===== config.mk =====
export PLATFORM = sky130hd
export DESIGN_NAME = cur_ctl_top
export DESIGN_NICKNAME = d
export VERILOG_FILES = /design/src/cur_pkg.sv /design/src/cur_vblank_det.sv /design/src/cur_ctl_top.sv
export SDC_FILE = /design/constraint.sdc
export NUM_CORES = 1
export LEC_CHECK = 0
export BUFFER_PORTS_ARGS = -buffer_cell sky130_fd_sc_hd__buf_2
export CORE_MARGIN = 4
export CORE_UTILIZATION = 55
export DETAILED_ROUTE_END_ITERATION = 6
export PLACE_DENSITY = 0.85
export SYNTH_ARGS = -nofsm -noshare
export SYNTH_HDL_FRONTEND = slang
export SYNTH_SLANG_ARGS = --single-unit

===== constraint.sdc =====
create_clock -name core_clk -period 4.9 [get_ports core_clk]
set_input_delay 0.735 -clock core_clk [delete_from_list [all_inputs] [get_ports core_clk]]
set_output_delay 0.735 -clock core_clk [all_outputs]
set_load 0.05 [all_outputs]

===== src/cur_pkg.sv =====
// Constants and types for the cursor control register bank
package cur_pkg;
  // Register indices; byte address is four times the index
  localparam logic [7:0] IDX_IND_CTL = 8'h06;
  localparam logic [7:0] IDX_ALT_CTL = 8'h09;
  localparam logic [7:0] IDX_MISC = 8'h20;
  localparam logic [7:0] IDX_RAM_LO = 8'h21;
  localparam logic [7:0] IDX_STATUS = 8'h22;
  localparam logic [7:0] ADR_IND_CTL = IDX_IND_CTL << 2;
  localparam logic [7:0] ADR_ALT_CTL = IDX_ALT_CTL << 2;
  localparam logic [7:0] ADR_MISC = IDX_MISC << 2;
  localparam logic [7:0] ADR_RAM_LO = IDX_RAM_LO << 2;
  localparam logic [7:0] ADR_STATUS = IDX_STATUS << 2;
  // Reset values
  localparam logic [7:0] RST_IND_CTL = 8'h00;
  localparam logic [1:0] RST_ALT_MODE = 2'h0;
  localparam logic RST_PWDN = 1'b0;
  localparam logic [7:0] RST_RAM_LO = 8'h00;
  // Field positions in the indexed control register
  localparam int BIT_SRC = 7;
  localparam int BIT_INV = 6;
  localparam int BIT_ILACE = 5;
  localparam int BIT_VLEN = 4;
  localparam int BIT_A9 = 3;
  localparam int BIT_A8 = 2;
  localparam int BIT_MODE_HI = 1;
  localparam int BIT_MODE_LO = 0;
  // Field position in the misc register
  localparam int BIT_PWDN = 0;
  // Status register fields
  localparam int ST_MODE_LO = 0;
  localparam int ST_FIELD = 2;
  localparam int ST_VBLANK = 3;
  localparam int ST_ILACE = 4;
  // Vertical blank detection lengths in dot clocks
  localparam logic [12:0] VB_LEN_SHORT = 13'h0800;
  localparam logic [12:0] VB_LEN_LONG = 13'h1000;
  // AXI responses
  localparam logic [1:0] RESP_OKAY = 2'h0;
  localparam logic [1:0] RESP_SLVERR = 2'h2;
  // Cursor display formats
  typedef enum logic [1:0] {
    MODE_OFF = 2'h0,
    MODE_THREE_COLOR = 2'h1,
    MODE_HW_FORMAT = 2'h2,
    MODE_WINDOWING = 2'h3
  } cur_mode_type;
endpackage


===== src/cur_vblank_det.sv =====
// Vertical blank detector working from the blank signal alone
`timescale 1ns/1ps
`default_nettype none
module cur_vblank_det (
  input wire logic core_clk,
  input wire logic rst_n,
  input wire logic blank_sync,
  input wire logic long_sel,
  output logic vblank_start,
  output logic in_vblank
);
  logic blank_prev_reg; // Previous blank for edge detect
  logic [12:0] cnt_reg; // Dot clocks since last blank rise
  logic [12:0] limit; // Selected detection length
  logic rise; // Rising edge of blank
  logic vb_start_reg;
  logic in_vb_reg;

  assign limit = long_sel ? cur_pkg::VB_LEN_LONG : cur_pkg::VB_LEN_SHORT;
  assign rise = blank_sync && !blank_prev_reg;
  assign vblank_start = vb_start_reg;
  assign in_vblank = in_vb_reg;

  // Edge history
  always_ff @(posedge core_clk) begin
    if (!rst_n) begin
      blank_prev_reg <= 1'b0;
    end else begin
      blank_prev_reg <= blank_sync;
    end
  end

  // Count, saturating so one long gap fires only once
  always_ff @(posedge core_clk) begin
    if (!rst_n) begin
      cnt_reg <= 13'h0000;
    end else if (rise) begin
      cnt_reg <= 13'h0000;
    end else if (cnt_reg < limit) begin
      cnt_reg <= cnt_reg + 13'h0001;
    end
  end

  // Declare vertical blank on reaching the length
  always_ff @(posedge core_clk) begin
    if (!rst_n) begin
      vb_start_reg <= 1'b0;
      in_vb_reg <= 1'b0;
    end else begin
      vb_start_reg <= !rise && (cnt_reg == limit - 13'h0001);
      if (rise) begin
        in_vb_reg <= 1'b0;
      end else if (cnt_reg == limit - 13'h0001) begin
        in_vb_reg <= 1'b1;
      end
    end
  end
endmodule
`default_nettype wire


===== src/cur_ctl_top.sv =====
// Cursor control register bank with AXI4-Lite slave
`timescale 1ns/1ps
`default_nettype none
module cur_ctl_top (
  input wire logic core_clk,
  input wire logic rst_n,
  input wire logic [7:0] awaddr,
  input wire logic awvalid,
  output logic awready,
  input wire logic [31:0] wdata,
  input wire logic [3:0] wstrb,
  input wire logic wvalid,
  output logic wready,
  output logic [1:0] bresp,
  output logic bvalid,
  input wire logic bready,
  input wire logic [7:0] araddr,
  input wire logic arvalid,
  output logic arready,
  output logic [31:0] rdata,
  output logic [1:0] rresp,
  output logic rvalid,
  input wire logic rready,
  input wire logic blank_pin,
  input wire logic odd_even_pin,
  output logic dac_power_down,
  output logic [1:0] cursor_mode,
  output logic [9:0] cursor_ram_addr,
  output logic cursor_field,
  output logic interlace_en,
  output logic vblank_start
);
  // Bus handshake state
  logic awready_reg; // Address slot free
  logic wready_reg; // Data slot free
  logic bvalid_reg;
  logic [1:0] bresp_reg;
  logic arready_reg;
  logic rvalid_reg;
  logic [31:0] rdata_reg;
  logic [1:0] rresp_reg;
  logic [7:0] aw_addr_reg; // Held write address
  logic [7:0] w_data_reg; // Held write data, low lane
  logic w_strb_reg; // Held lane 0 strobe
  logic do_write; // Both halves present, no response pending
  // Software registers
  logic [7:0] ind_ctl_reg; // Indexed cursor control
  logic [1:0] alt_mode_reg; // Alternate mode field only
  logic pwdn_reg; // Converter power-down
  logic [7:0] ram_lo_reg; // Cursor RAM address low byte
  // Pin synchronisers
  logic blank_s1_reg;
  logic blank_s2_reg;
  logic odd_s1_reg;
  logic odd_s2_reg;
  // Output registers; mode, invert and interlace latched per frame, the rest every cycle
  logic [1:0] mode_reg;
  logic inv_act_reg; // Invert in force this frame
  logic ilace_reg;
  logic field_reg;
  logic [9:0] ram_addr_reg;
  logic pwdn_out_reg;
  logic vblank_start_reg; // Port copy of the detector pulse
  logic [1:0] mode_sel; // Mode chosen by source bit
  logic vb_start;
  logic in_vb;

  assign awready = awready_reg;
  assign wready = wready_reg;
  assign bvalid = bvalid_reg;
  assign bresp = bresp_reg;
  assign arready = arready_reg;
  assign rvalid = rvalid_reg;
  assign rdata = rdata_reg;
  assign rresp = rresp_reg;
  assign dac_power_down = pwdn_out_reg;
  assign cursor_mode = mode_reg;
  assign cursor_ram_addr = ram_addr_reg;
  assign cursor_field = field_reg;
  assign interlace_en = ilace_reg;
  assign vblank_start = vblank_start_reg;
  assign do_write = !awready_reg && !wready_reg && !bvalid_reg;

  // Write address channel; slot reopens when the response is taken
  always_ff @(posedge core_clk) begin
    if (!rst_n) begin
      awready_reg <= 1'b1;
      aw_addr_reg <= 8'h00;
    end else if (awvalid && awready_reg) begin
      awready_reg <= 1'b0;
      aw_addr_reg <= awaddr;
    end else if (bvalid_reg && bready) begin
      awready_reg <= 1'b1;
    end
  end

  // Write data channel, independent of address order
  always_ff @(posedge core_clk) begin
    if (!rst_n) begin
      wready_reg <= 1'b1;
      w_data_reg <= 8'h00;
      w_strb_reg <= 1'b0;
    end else if (wvalid && wready_reg) begin
      wready_reg <= 1'b0;
      w_data_reg <= wdata[7:0];
      w_strb_reg <= wstrb[0];
    end else if (bvalid_reg && bready) begin
      wready_reg <= 1'b1;
    end
  end

  // Write response; unmapped or read-only addresses answer SLVERR
  always_ff @(posedge core_clk) begin
    if (!rst_n) begin
      bvalid_reg <= 1'b0;
      bresp_reg <= cur_pkg::RESP_OKAY;
    end else if (do_write) begin
      bvalid_reg <= 1'b1;
      unique case (aw_addr_reg)
        cur_pkg::ADR_IND_CTL, cur_pkg::ADR_ALT_CTL,
        cur_pkg::ADR_MISC, cur_pkg::ADR_RAM_LO: begin
          bresp_reg <= cur_pkg::RESP_OKAY;
        end
        default: begin
          bresp_reg <= cur_pkg::RESP_SLVERR;
        end
      endcase
    end else if (bvalid_reg && bready) begin
      bvalid_reg <= 1'b0;
    end
  end

  // Register file; only lane 0 carries the 8-bit registers
  always_ff @(posedge core_clk) begin
    if (!rst_n) begin
      ind_ctl_reg <= cur_pkg::RST_IND_CTL;
      alt_mode_reg <= cur_pkg::RST_ALT_MODE;
      pwdn_reg <= cur_pkg::RST_PWDN;
      ram_lo_reg <= cur_pkg::RST_RAM_LO;
    end else if (do_write && w_strb_reg) begin
      unique case (aw_addr_reg)
        cur_pkg::ADR_IND_CTL: begin
          ind_ctl_reg <= w_data_reg;
        end
        cur_pkg::ADR_ALT_CTL: begin
          alt_mode_reg <= w_data_reg[1:0];
        end
        cur_pkg::ADR_MISC: begin
          pwdn_reg <= w_data_reg[cur_pkg::BIT_PWDN];
        end
        cur_pkg::ADR_RAM_LO: begin
          ram_lo_reg <= w_data_reg;
        end
        default: begin
        end
      endcase
    end
  end

  // Read channel; answer one cycle after the address is taken
  always_ff @(posedge core_clk) begin
    if (!rst_n) begin
      arready_reg <= 1'b1;
      rvalid_reg <= 1'b0;
      rdata_reg <= 32'h0000_0000;
      rresp_reg <= cur_pkg::RESP_OKAY;
    end else if (arvalid && arready_reg) begin
      arready_reg <= 1'b0;
      rvalid_reg <= 1'b1;
      rdata_reg <= 32'h0000_0000;
      rresp_reg <= cur_pkg::RESP_OKAY;
      unique case (araddr)
        cur_pkg::ADR_IND_CTL: begin
          rdata_reg[7:0] <= ind_ctl_reg;
        end
        cur_pkg::ADR_ALT_CTL: begin
          rdata_reg[1:0] <= alt_mode_reg;
        end
        cur_pkg::ADR_MISC: begin
          rdata_reg[cur_pkg::BIT_PWDN] <= pwdn_reg;
        end
        cur_pkg::ADR_RAM_LO: begin
          rdata_reg[7:0] <= ram_lo_reg;
        end
        cur_pkg::ADR_STATUS: begin
          rdata_reg[cur_pkg::ST_MODE_LO +: 2] <= mode_reg;
          rdata_reg[cur_pkg::ST_FIELD] <= field_reg;
          rdata_reg[cur_pkg::ST_VBLANK] <= in_vb;
          rdata_reg[cur_pkg::ST_ILACE] <= ilace_reg;
        end
        default: begin
          rresp_reg <= cur_pkg::RESP_SLVERR;
        end
      endcase
    end else if (rvalid_reg && rready) begin
      rvalid_reg <= 1'b0;
      arready_reg <= 1'b1;
    end
  end

  // Two-flop synchronisers for the video pins
  always_ff @(posedge core_clk) begin
    if (!rst_n) begin
      blank_s1_reg <= 1'b0;
      blank_s2_reg <= 1'b0;
      odd_s1_reg <= 1'b0;
      odd_s2_reg <= 1'b0;
    end else begin
      blank_s1_reg <= blank_pin;
      blank_s2_reg <= blank_s1_reg;
      odd_s1_reg <= odd_even_pin;
      odd_s2_reg <= odd_s1_reg;
    end
  end

  // Vertical blank marks the frame boundary
  cur_vblank_det u_vb (
    .core_clk(core_clk),
    .rst_n(rst_n),
    .blank_sync(blank_s2_reg),
    .long_sel(ind_ctl_reg[cur_pkg::BIT_VLEN]),
    .vblank_start(vb_start),
    .in_vblank(in_vb)
  );

  // Source select between indexed and alternate mode
  assign mode_sel = ind_ctl_reg[cur_pkg::BIT_SRC] ? alt_mode_reg :
    ind_ctl_reg[cur_pkg::BIT_MODE_HI:cur_pkg::BIT_MODE_LO];

  // Display settings switch only at vblank so a frame never tears
  always_ff @(posedge core_clk) begin
    if (!rst_n) begin
      mode_reg <= cur_pkg::MODE_OFF;
      inv_act_reg <= 1'b0;
      ilace_reg <= 1'b0;
    end else if (vb_start) begin
      mode_reg <= mode_sel;
      inv_act_reg <= ind_ctl_reg[cur_pkg::BIT_INV];
      ilace_reg <= ind_ctl_reg[cur_pkg::BIT_ILACE];
    end
  end

  // Field indicator; held low when interlace is off
  always_ff @(posedge core_clk) begin
    if (!rst_n) begin
      field_reg <= 1'b0;
    end else begin
      field_reg <= ilace_reg && (odd_s2_reg ^ inv_act_reg);
    end
  end

  // RAM address and power-down apply at once
  always_ff @(posedge core_clk) begin
    if (!rst_n) begin
      ram_addr_reg <= 10'h000;
      pwdn_out_reg <= cur_pkg::RST_PWDN;
      vblank_start_reg <= 1'b0;
    end else begin
      ram_addr_reg <= {ind_ctl_reg[cur_pkg::BIT_A9],
                       ind_ctl_reg[cur_pkg::BIT_A8], ram_lo_reg};
      pwdn_out_reg <= pwdn_reg;
      vblank_start_reg <= vb_start;
    end
  end
endmodule
`default_nettype wire


* Yosys cells after proc, flatten, opt, wreduce, memory -nomap -nowiden
Index checks and enable logic that the tools add are counted.
Word-level totals: register bits after elaboration 90, bits of input ports 61, output and inout port bits 57, word-level logic and storage cells 89
Cells by class: $add $sub $neg 2, order comparisons 1, equality and inequality tests 10, multiplexer cells 17, bitwise operators 2, reduce and logical (&&, ||, !) cells 27
Operators with widths (count):
- == test 8 bit (second input constant) | 5
- == test 8 x 5 -> 1 bit (second input constant) | 2
- == test 8 x 6 -> 1 bit (second input constant) | 2
- adder 13 x 1 -> 13 bit (second input constant) | 1
- == test 13 bit | 1
- < comparator 13 bit | 1
- 2-to-1 mux 13 bit | 1
- subtractor 13 x 1 -> 13 bit (second input constant) | 1
- logical AND 1 bit | 11
- 2-to-1 mux 1 bit | 9
- one-hot mux 3 bit (3 select lines) | 1
- AND reduction 2 bit | 4
- nonzero test 2 bit | 4
- 2-to-1 mux 2 bit | 3
- one-hot mux 3 bit (2 select lines) | 1
- logical NOT 1 bit | 5
- one-hot mux 1 bit (5 select lines) | 1
- OR reduction 5 bit | 1
- one-hot mux 1 bit (4 select lines) | 1
- OR reduction 4 bit | 1
- OR reduction 2 bit | 1
- inverter 1 bit | 1
- XOR 1 bit | 1

* Longest topological paths before layout
word-level depth 5, mapped depth 8, gate-level depth less buffers 6

* Modules after synthesis
A second synthesis with hierarchy kept.
Unflattened totals: cells, all modules 412, area, all modules 3806.2 um2
By module, submodules not included:
- cur_ctl_top | instances 1, cells an instance 326, area an instance 3055.4 um2, sequential area each 1441.4 um2
- cur_vblank_det | instances 1, cells an instance 86, area an instance 750.7 um2, sequential area each 320.3 um2

* Worst setup path after synthesis
OpenSTA, ideal clock, no wires.
path type input port to flip-flop, start input araddr[3], end register rdata_reg[1], in the netlist rdata[1], setup time 0.087 ns, data arrival time 1.960 ns, required time 4.813 ns, setup slack 2.853 ns, cell stages on the path 5, buffers on the path 1, path through clkbuf_1 -> or4b_1 -> a2111oi_0 -> a31oi_1 -> o31ai_1
On the way: word-level cells in the longest chain between the ends 2, elaborated cells between the ends (all ways) 5, those cells by class eq/ne (4); mux (1)
Ends and longest elaborated chain:
- start: declaration | RTL line cur_ctl_top.sv:17 | input wire logic [7:0] araddr,
- == test 8 bit, or another cell as far along | RTL line cur_ctl_top.sv:172 | unique case (araddr)
- one-hot mux 1 bit (4 select lines) (*) | RTL line cur_ctl_top.sv:172
- end signal: assignment | RTL line cur_ctl_top.sv:174 | rdata_reg[7:0] <= ind_ctl_reg;
- end signal: assignment | RTL line cur_ctl_top.sv:177 | rdata_reg[1:0] <= alt_mode_reg;
- end signal: indexed assignment | RTL line cur_ctl_top.sv:180 | rdata_reg[cur_pkg::BIT_PWDN] <= pwdn_reg;
- end: declaration | RTL line cur_ctl_top.sv:40 | logic [31:0] rdata_reg;
Mark *: on every way between the ends. The rest lies on a longest branch, timed or not. A chain may end at the register's enable or synchronous reset.

* Final worst setup path
start register ind_ctl_reg[4], end register u_vb.cnt_reg[11]
On the way: word-level cells in the longest chain between the ends 2
Ends and longest elaborated chain:
- start: declaration | RTL line cur_ctl_top.sv:47 | logic [7:0] ind_ctl_reg;
- start signal: assignment | RTL line cur_ctl_top.sv:136 | ind_ctl_reg <= cur_pkg::RST_IND_CTL;
- start signal: assignment | RTL line cur_ctl_top.sv:143 | ind_ctl_reg <= w_data_reg;
- 2-to-1 mux 13 bit | RTL line cur_vblank_det.sv:19 | assign limit = long_sel ? cur_pkg::VB_LEN_LONG : cur_pkg::VB_LEN_SHORT;
- < comparator 13 bit | RTL line cur_vblank_det.sv:39 | end else if (cnt_reg < limit) begin
- end signal: assignment | RTL line cur_vblank_det.sv:40 | cnt_reg <= cnt_reg + 13'h0001;
- end: declaration | RTL line cur_vblank_det.sv:13 | logic [12:0] cnt_reg;
Every way passes these cells.

==> run summary <==
The most used flip-flop cell after synthesis is sky130_fd_sc_hd__dfxtp_1. The count of nets left with antenna violations once routing finished came out at 0. In the post-route analysis, the smallest setup slack over all paths is 2732 ps. The path class of the tightest hold or removal check is reg -> reg.

For hold timing, the worst endpoint is blank_s2_reg. The critical path goes through inv_1 > ha_1 > nor2b_4 > or4_1 > or4_1 > a21oi_1. Counting along the longest clock path gives a buffer depth of 2. After clock tree synthesis, the clock-pin slew on the worst setup and hold paths is 80 ps. In the layout the commonest cells are sky130_fd_sc_hd__dfxtp_1, sky130_fd_sc_hd__buf_2, sky130_fd_sc_hd__a21oi_1. By instance count, the cell type seen most on the critical path is sky130_fd_sc_hd__or4_1.

The die footprint was 8216 um2. In this run the most critical hold path is launched from blank_s1_reg. Of all flip-flops after synthesis, the portion carrying an async set or reset was 0%. The worst path uses 44.24% of the clock period.

In the final layout, the share of cells above drive strength 1 is 17.00%. The count of cells along the worst hold path was 1; the number of cells in the finished layout apart from fillers was 571. The height of the die is 90.64 um, and the sequential fraction of the synthesis area is 46.90%. The sort of element at the end of the critical path was a flip-flop. In this run the critical register-to-register path is captured at u_vb.cnt_reg[11].

On the final layout, the worst clock skew is 10.71 ps. The tools report the number of placed instances, taps included as 555. The critical path is of the reg -> reg type. The tools report the clock tree root driver cell as sky130_fd_sc_hd__clkbuf_8. Once the clock tree was built, the setup fixing pass inserted 0 buffers. The run gives 29 as the standard-cell row count. Hold repair after CTS inserted 0 buffers. After detailed routing, the number of remaining DRC violations is 0.

The total power divided by cell area is 323.6 nW/um2. The synthesized design contains 88 register bits. At the worst endpoint, the required time is 5170 ps. Number of antenna violations at the first check in global routing: 0. The detailed-route wire length per cell is 14.16 um, and the detailed placer's ending HPWL is 5833 um.

For this block, the routed nets add up to 8088 um of wire. TritonCTS built the clock tree. The number of enable-type register cells in the synthesized netlist is 0, and the via count is 3,155. Summing all non-filler instances in the final layout gives an area of 4163 um2. The tool flagged a number of max-cap violations equal to 0. In this run, the number of DRC markers left after iteration 0 of detailed routing was 221. The number of global-route vias before repair is 2,860, and the area growth from synthesis to layout is 10.83%.

IR analysis of the VDD net gives a maximum drop of 0.1676 mV. The tools report the post-CTS resize count as 0. The pre-antenna-repair detailed-routing pass consisted of 4 iterations. During synthesis, Yosys emitted a total of 0 warnings.

For this design the top-level I/O count stands at 118. The clock tree synthesis step divided the H-tree into 3 levels. Highest achievable clock rate: 0.4613 GHz. The final count of hold timing violations was 0. Setup repair after global routing left no endpoint under its margin. The count of buffers added on input and output ports is 64.

The clock insertion delay at the later pin of the skew report is 340 ps, and the via-per-instance ratio is 5.525. The relative slew slack was 15.93%; the final net count was 553. Entering global routing, the biggest net connects 45 pins. The wire length of the first global-routing pass is 13,640 um.

The run finished with clean final reports. Setup violations remaining at the end of the flow were counted as 0. The sink count of the clock tree is 88, and the flip-flop count of the largest register after layout is 13. The number of max-slew violations in the final report came out at 0. The instance count of the mapped netlist came out at 435. In this run the worst path has a maximum fanout of 8. The average size of a mapped cell is 8.635 um2, and the cell leakage power is 1.617 nW. The count of distinct cell types in the synthesized netlist was 51.

The clock period minus final worst setup slack was 2168 ps; the number of antenna diodes was 0. For the pin with the worst max-slew slack, the measured transition is 1249 ps. The launch instance of the worst register-to-register path is ind_ctl_reg[4]. Leaving out fill and tap cells, the most frequent cell in the layout is sky130_fd_sc_hd__dfxtp_1.

The setup TNS after final layout was 0 ps; the CTS buffer count was 9. Summing all placed instances gives a cell area of 3990 um2. The summed instance area of the synthesized netlist is 3756 um2. The slack of the worst reg-to-reg path was 2730 ps; the overall die width was 90.64 um. The slowest cell on the critical path was sky130_fd_sc_hd__or4_1. The total overflow left after global routing is 0. STA classifies the critical path startpoint as a flip-flop.

Data on the critical path arrives at its endpoint at 2440 ps. The largest stage delay on the critical path was 600 ps. At the end of routability-driven placement, the weighted congestion stood at 0.8563. Cell count of the worst reg-to-reg path: 6. The initial utilization of the core area, before any placement, comes to 57.83%.

After floorplanning, the core was sized to cover 6495 um2. In the global route stage, overall resource usage came out at 19.85%. Timing analysis after detailed placement gives a worst setup slack of 2571 ps.
## per-layer routing
metal | up-vias | share of wire, % | track usage, %
li1 | 1605 | - | -
met1 | 1382 | 45 | 26.96
met2 | 155 | 45 | 29.77
met3 | 13 | 8.9 | 5.250
met4 | 0 | 1.6 | 8.291
met5 | - | 0 | 0
## how the worst max path moves through the flow
stage,from,end,slack [ps]
2_1_floorplan,araddr[3],rdata[1],2850
3_3_place_gp,rst_n,u_vb.in_vblank,2560
3_5_place_dp,rst_n,u_vb.in_vblank,2570
4_1_cts,ind_ctl_reg[4],u_vb.cnt_reg[11],2720
5_1_grt,bvalid,pwdn_reg,2630
6_report,ind_ctl_reg[4],u_vb.cnt_reg[11],2730
## cell families (layout without fill, tap and decap cells)
family          after synthesis  count (layout)  share of synthesized area (%)
compound gates              115             115                          17.72
fa+ha+maj                     3               3                         0.9994
mux                           5               5                          1.332
simple gates                156             156                          22.32
flops                        88              88                          46.90
xor+xnor                      8               8                          1.865
other cells                   1              26                        0.09984
buf+inv                      59              93                          8.761
## power breakdown
part           internal (W)  leakage (nW)  switching (W)
clock              0.000198        0.0895       0.000245
sequential         0.000734         0.715      0.0000151
combinational     0.0000346         0.813       0.000121
## Yosys cell counts, types with 5 or more instances
library cell / number / area share [%]
sky130_fd_sc_hd__nor2_1: 18 / 1.8
sky130_fd_sc_hd__o21ai_0: 32 / 4.3
sky130_fd_sc_hd__mux2i_1: 5 / 1.3
sky130_fd_sc_hd__inv_1: 10 / 1.0
sky130_fd_sc_hd__and2_1: 18 / 3.0
sky130_fd_sc_hd__nand2b_1: 6 / 1.0
sky130_fd_sc_hd__buf_4: 26 / 5.2
sky130_fd_sc_hd__xnor2_1: 7 / 1.6
sky130_fd_sc_hd__or3_1: 5 / 0.83
sky130_fd_sc_hd__nor3_1: 6 / 0.80
sky130_fd_sc_hd__dfxtp_1: 88 / 47
sky130_fd_sc_hd__clkbuf_1: 18 / 1.8
sky130_fd_sc_hd__nand3_1: 25 / 3.3
sky130_fd_sc_hd__nand2_1: 46 / 4.6
sky130_fd_sc_hd__a21oi_1: 52 / 6.9
## per-stage QoR
| stage | total power (W) | hold slack [ps] | util [%] |
|---|---|---|---|
| 2_1_floorplan | 0.0008968 | 411.9 | - |
| 5_1_grt | 0.001407 | 451.8 | 64.09 |
| 4_1_cts | 0.001356 | 439.7 | 64.09 |
| 3_5_place_dp | 0.0009191 | 421.2 | 61.43 |
| 3_3_place_gp | 0.0009139 | 417.3 | 61.43 |
| 6_report | 0.001347 | 434.9 | 64.09 |
## worst max-delay path, delay by kind of cell, from the launching register on
kind	cells	cell delay, ps
fa+ha+maj	1	270
buf+inv	1	80
flops	1	390
compound gates	1	160
simple gates	3	1210
## cell type report
cell class,instances,area [um2]
well taps,77,96.34
clock inverters,5,31.28
clock buffers,11,141.4
multi-input cells,313,1759
inverters,12,45.04
fillers,530,2332
repair buffers,65,327.8
flip-flops and latches,88,1762
Power figures use the tool's default switching activity.
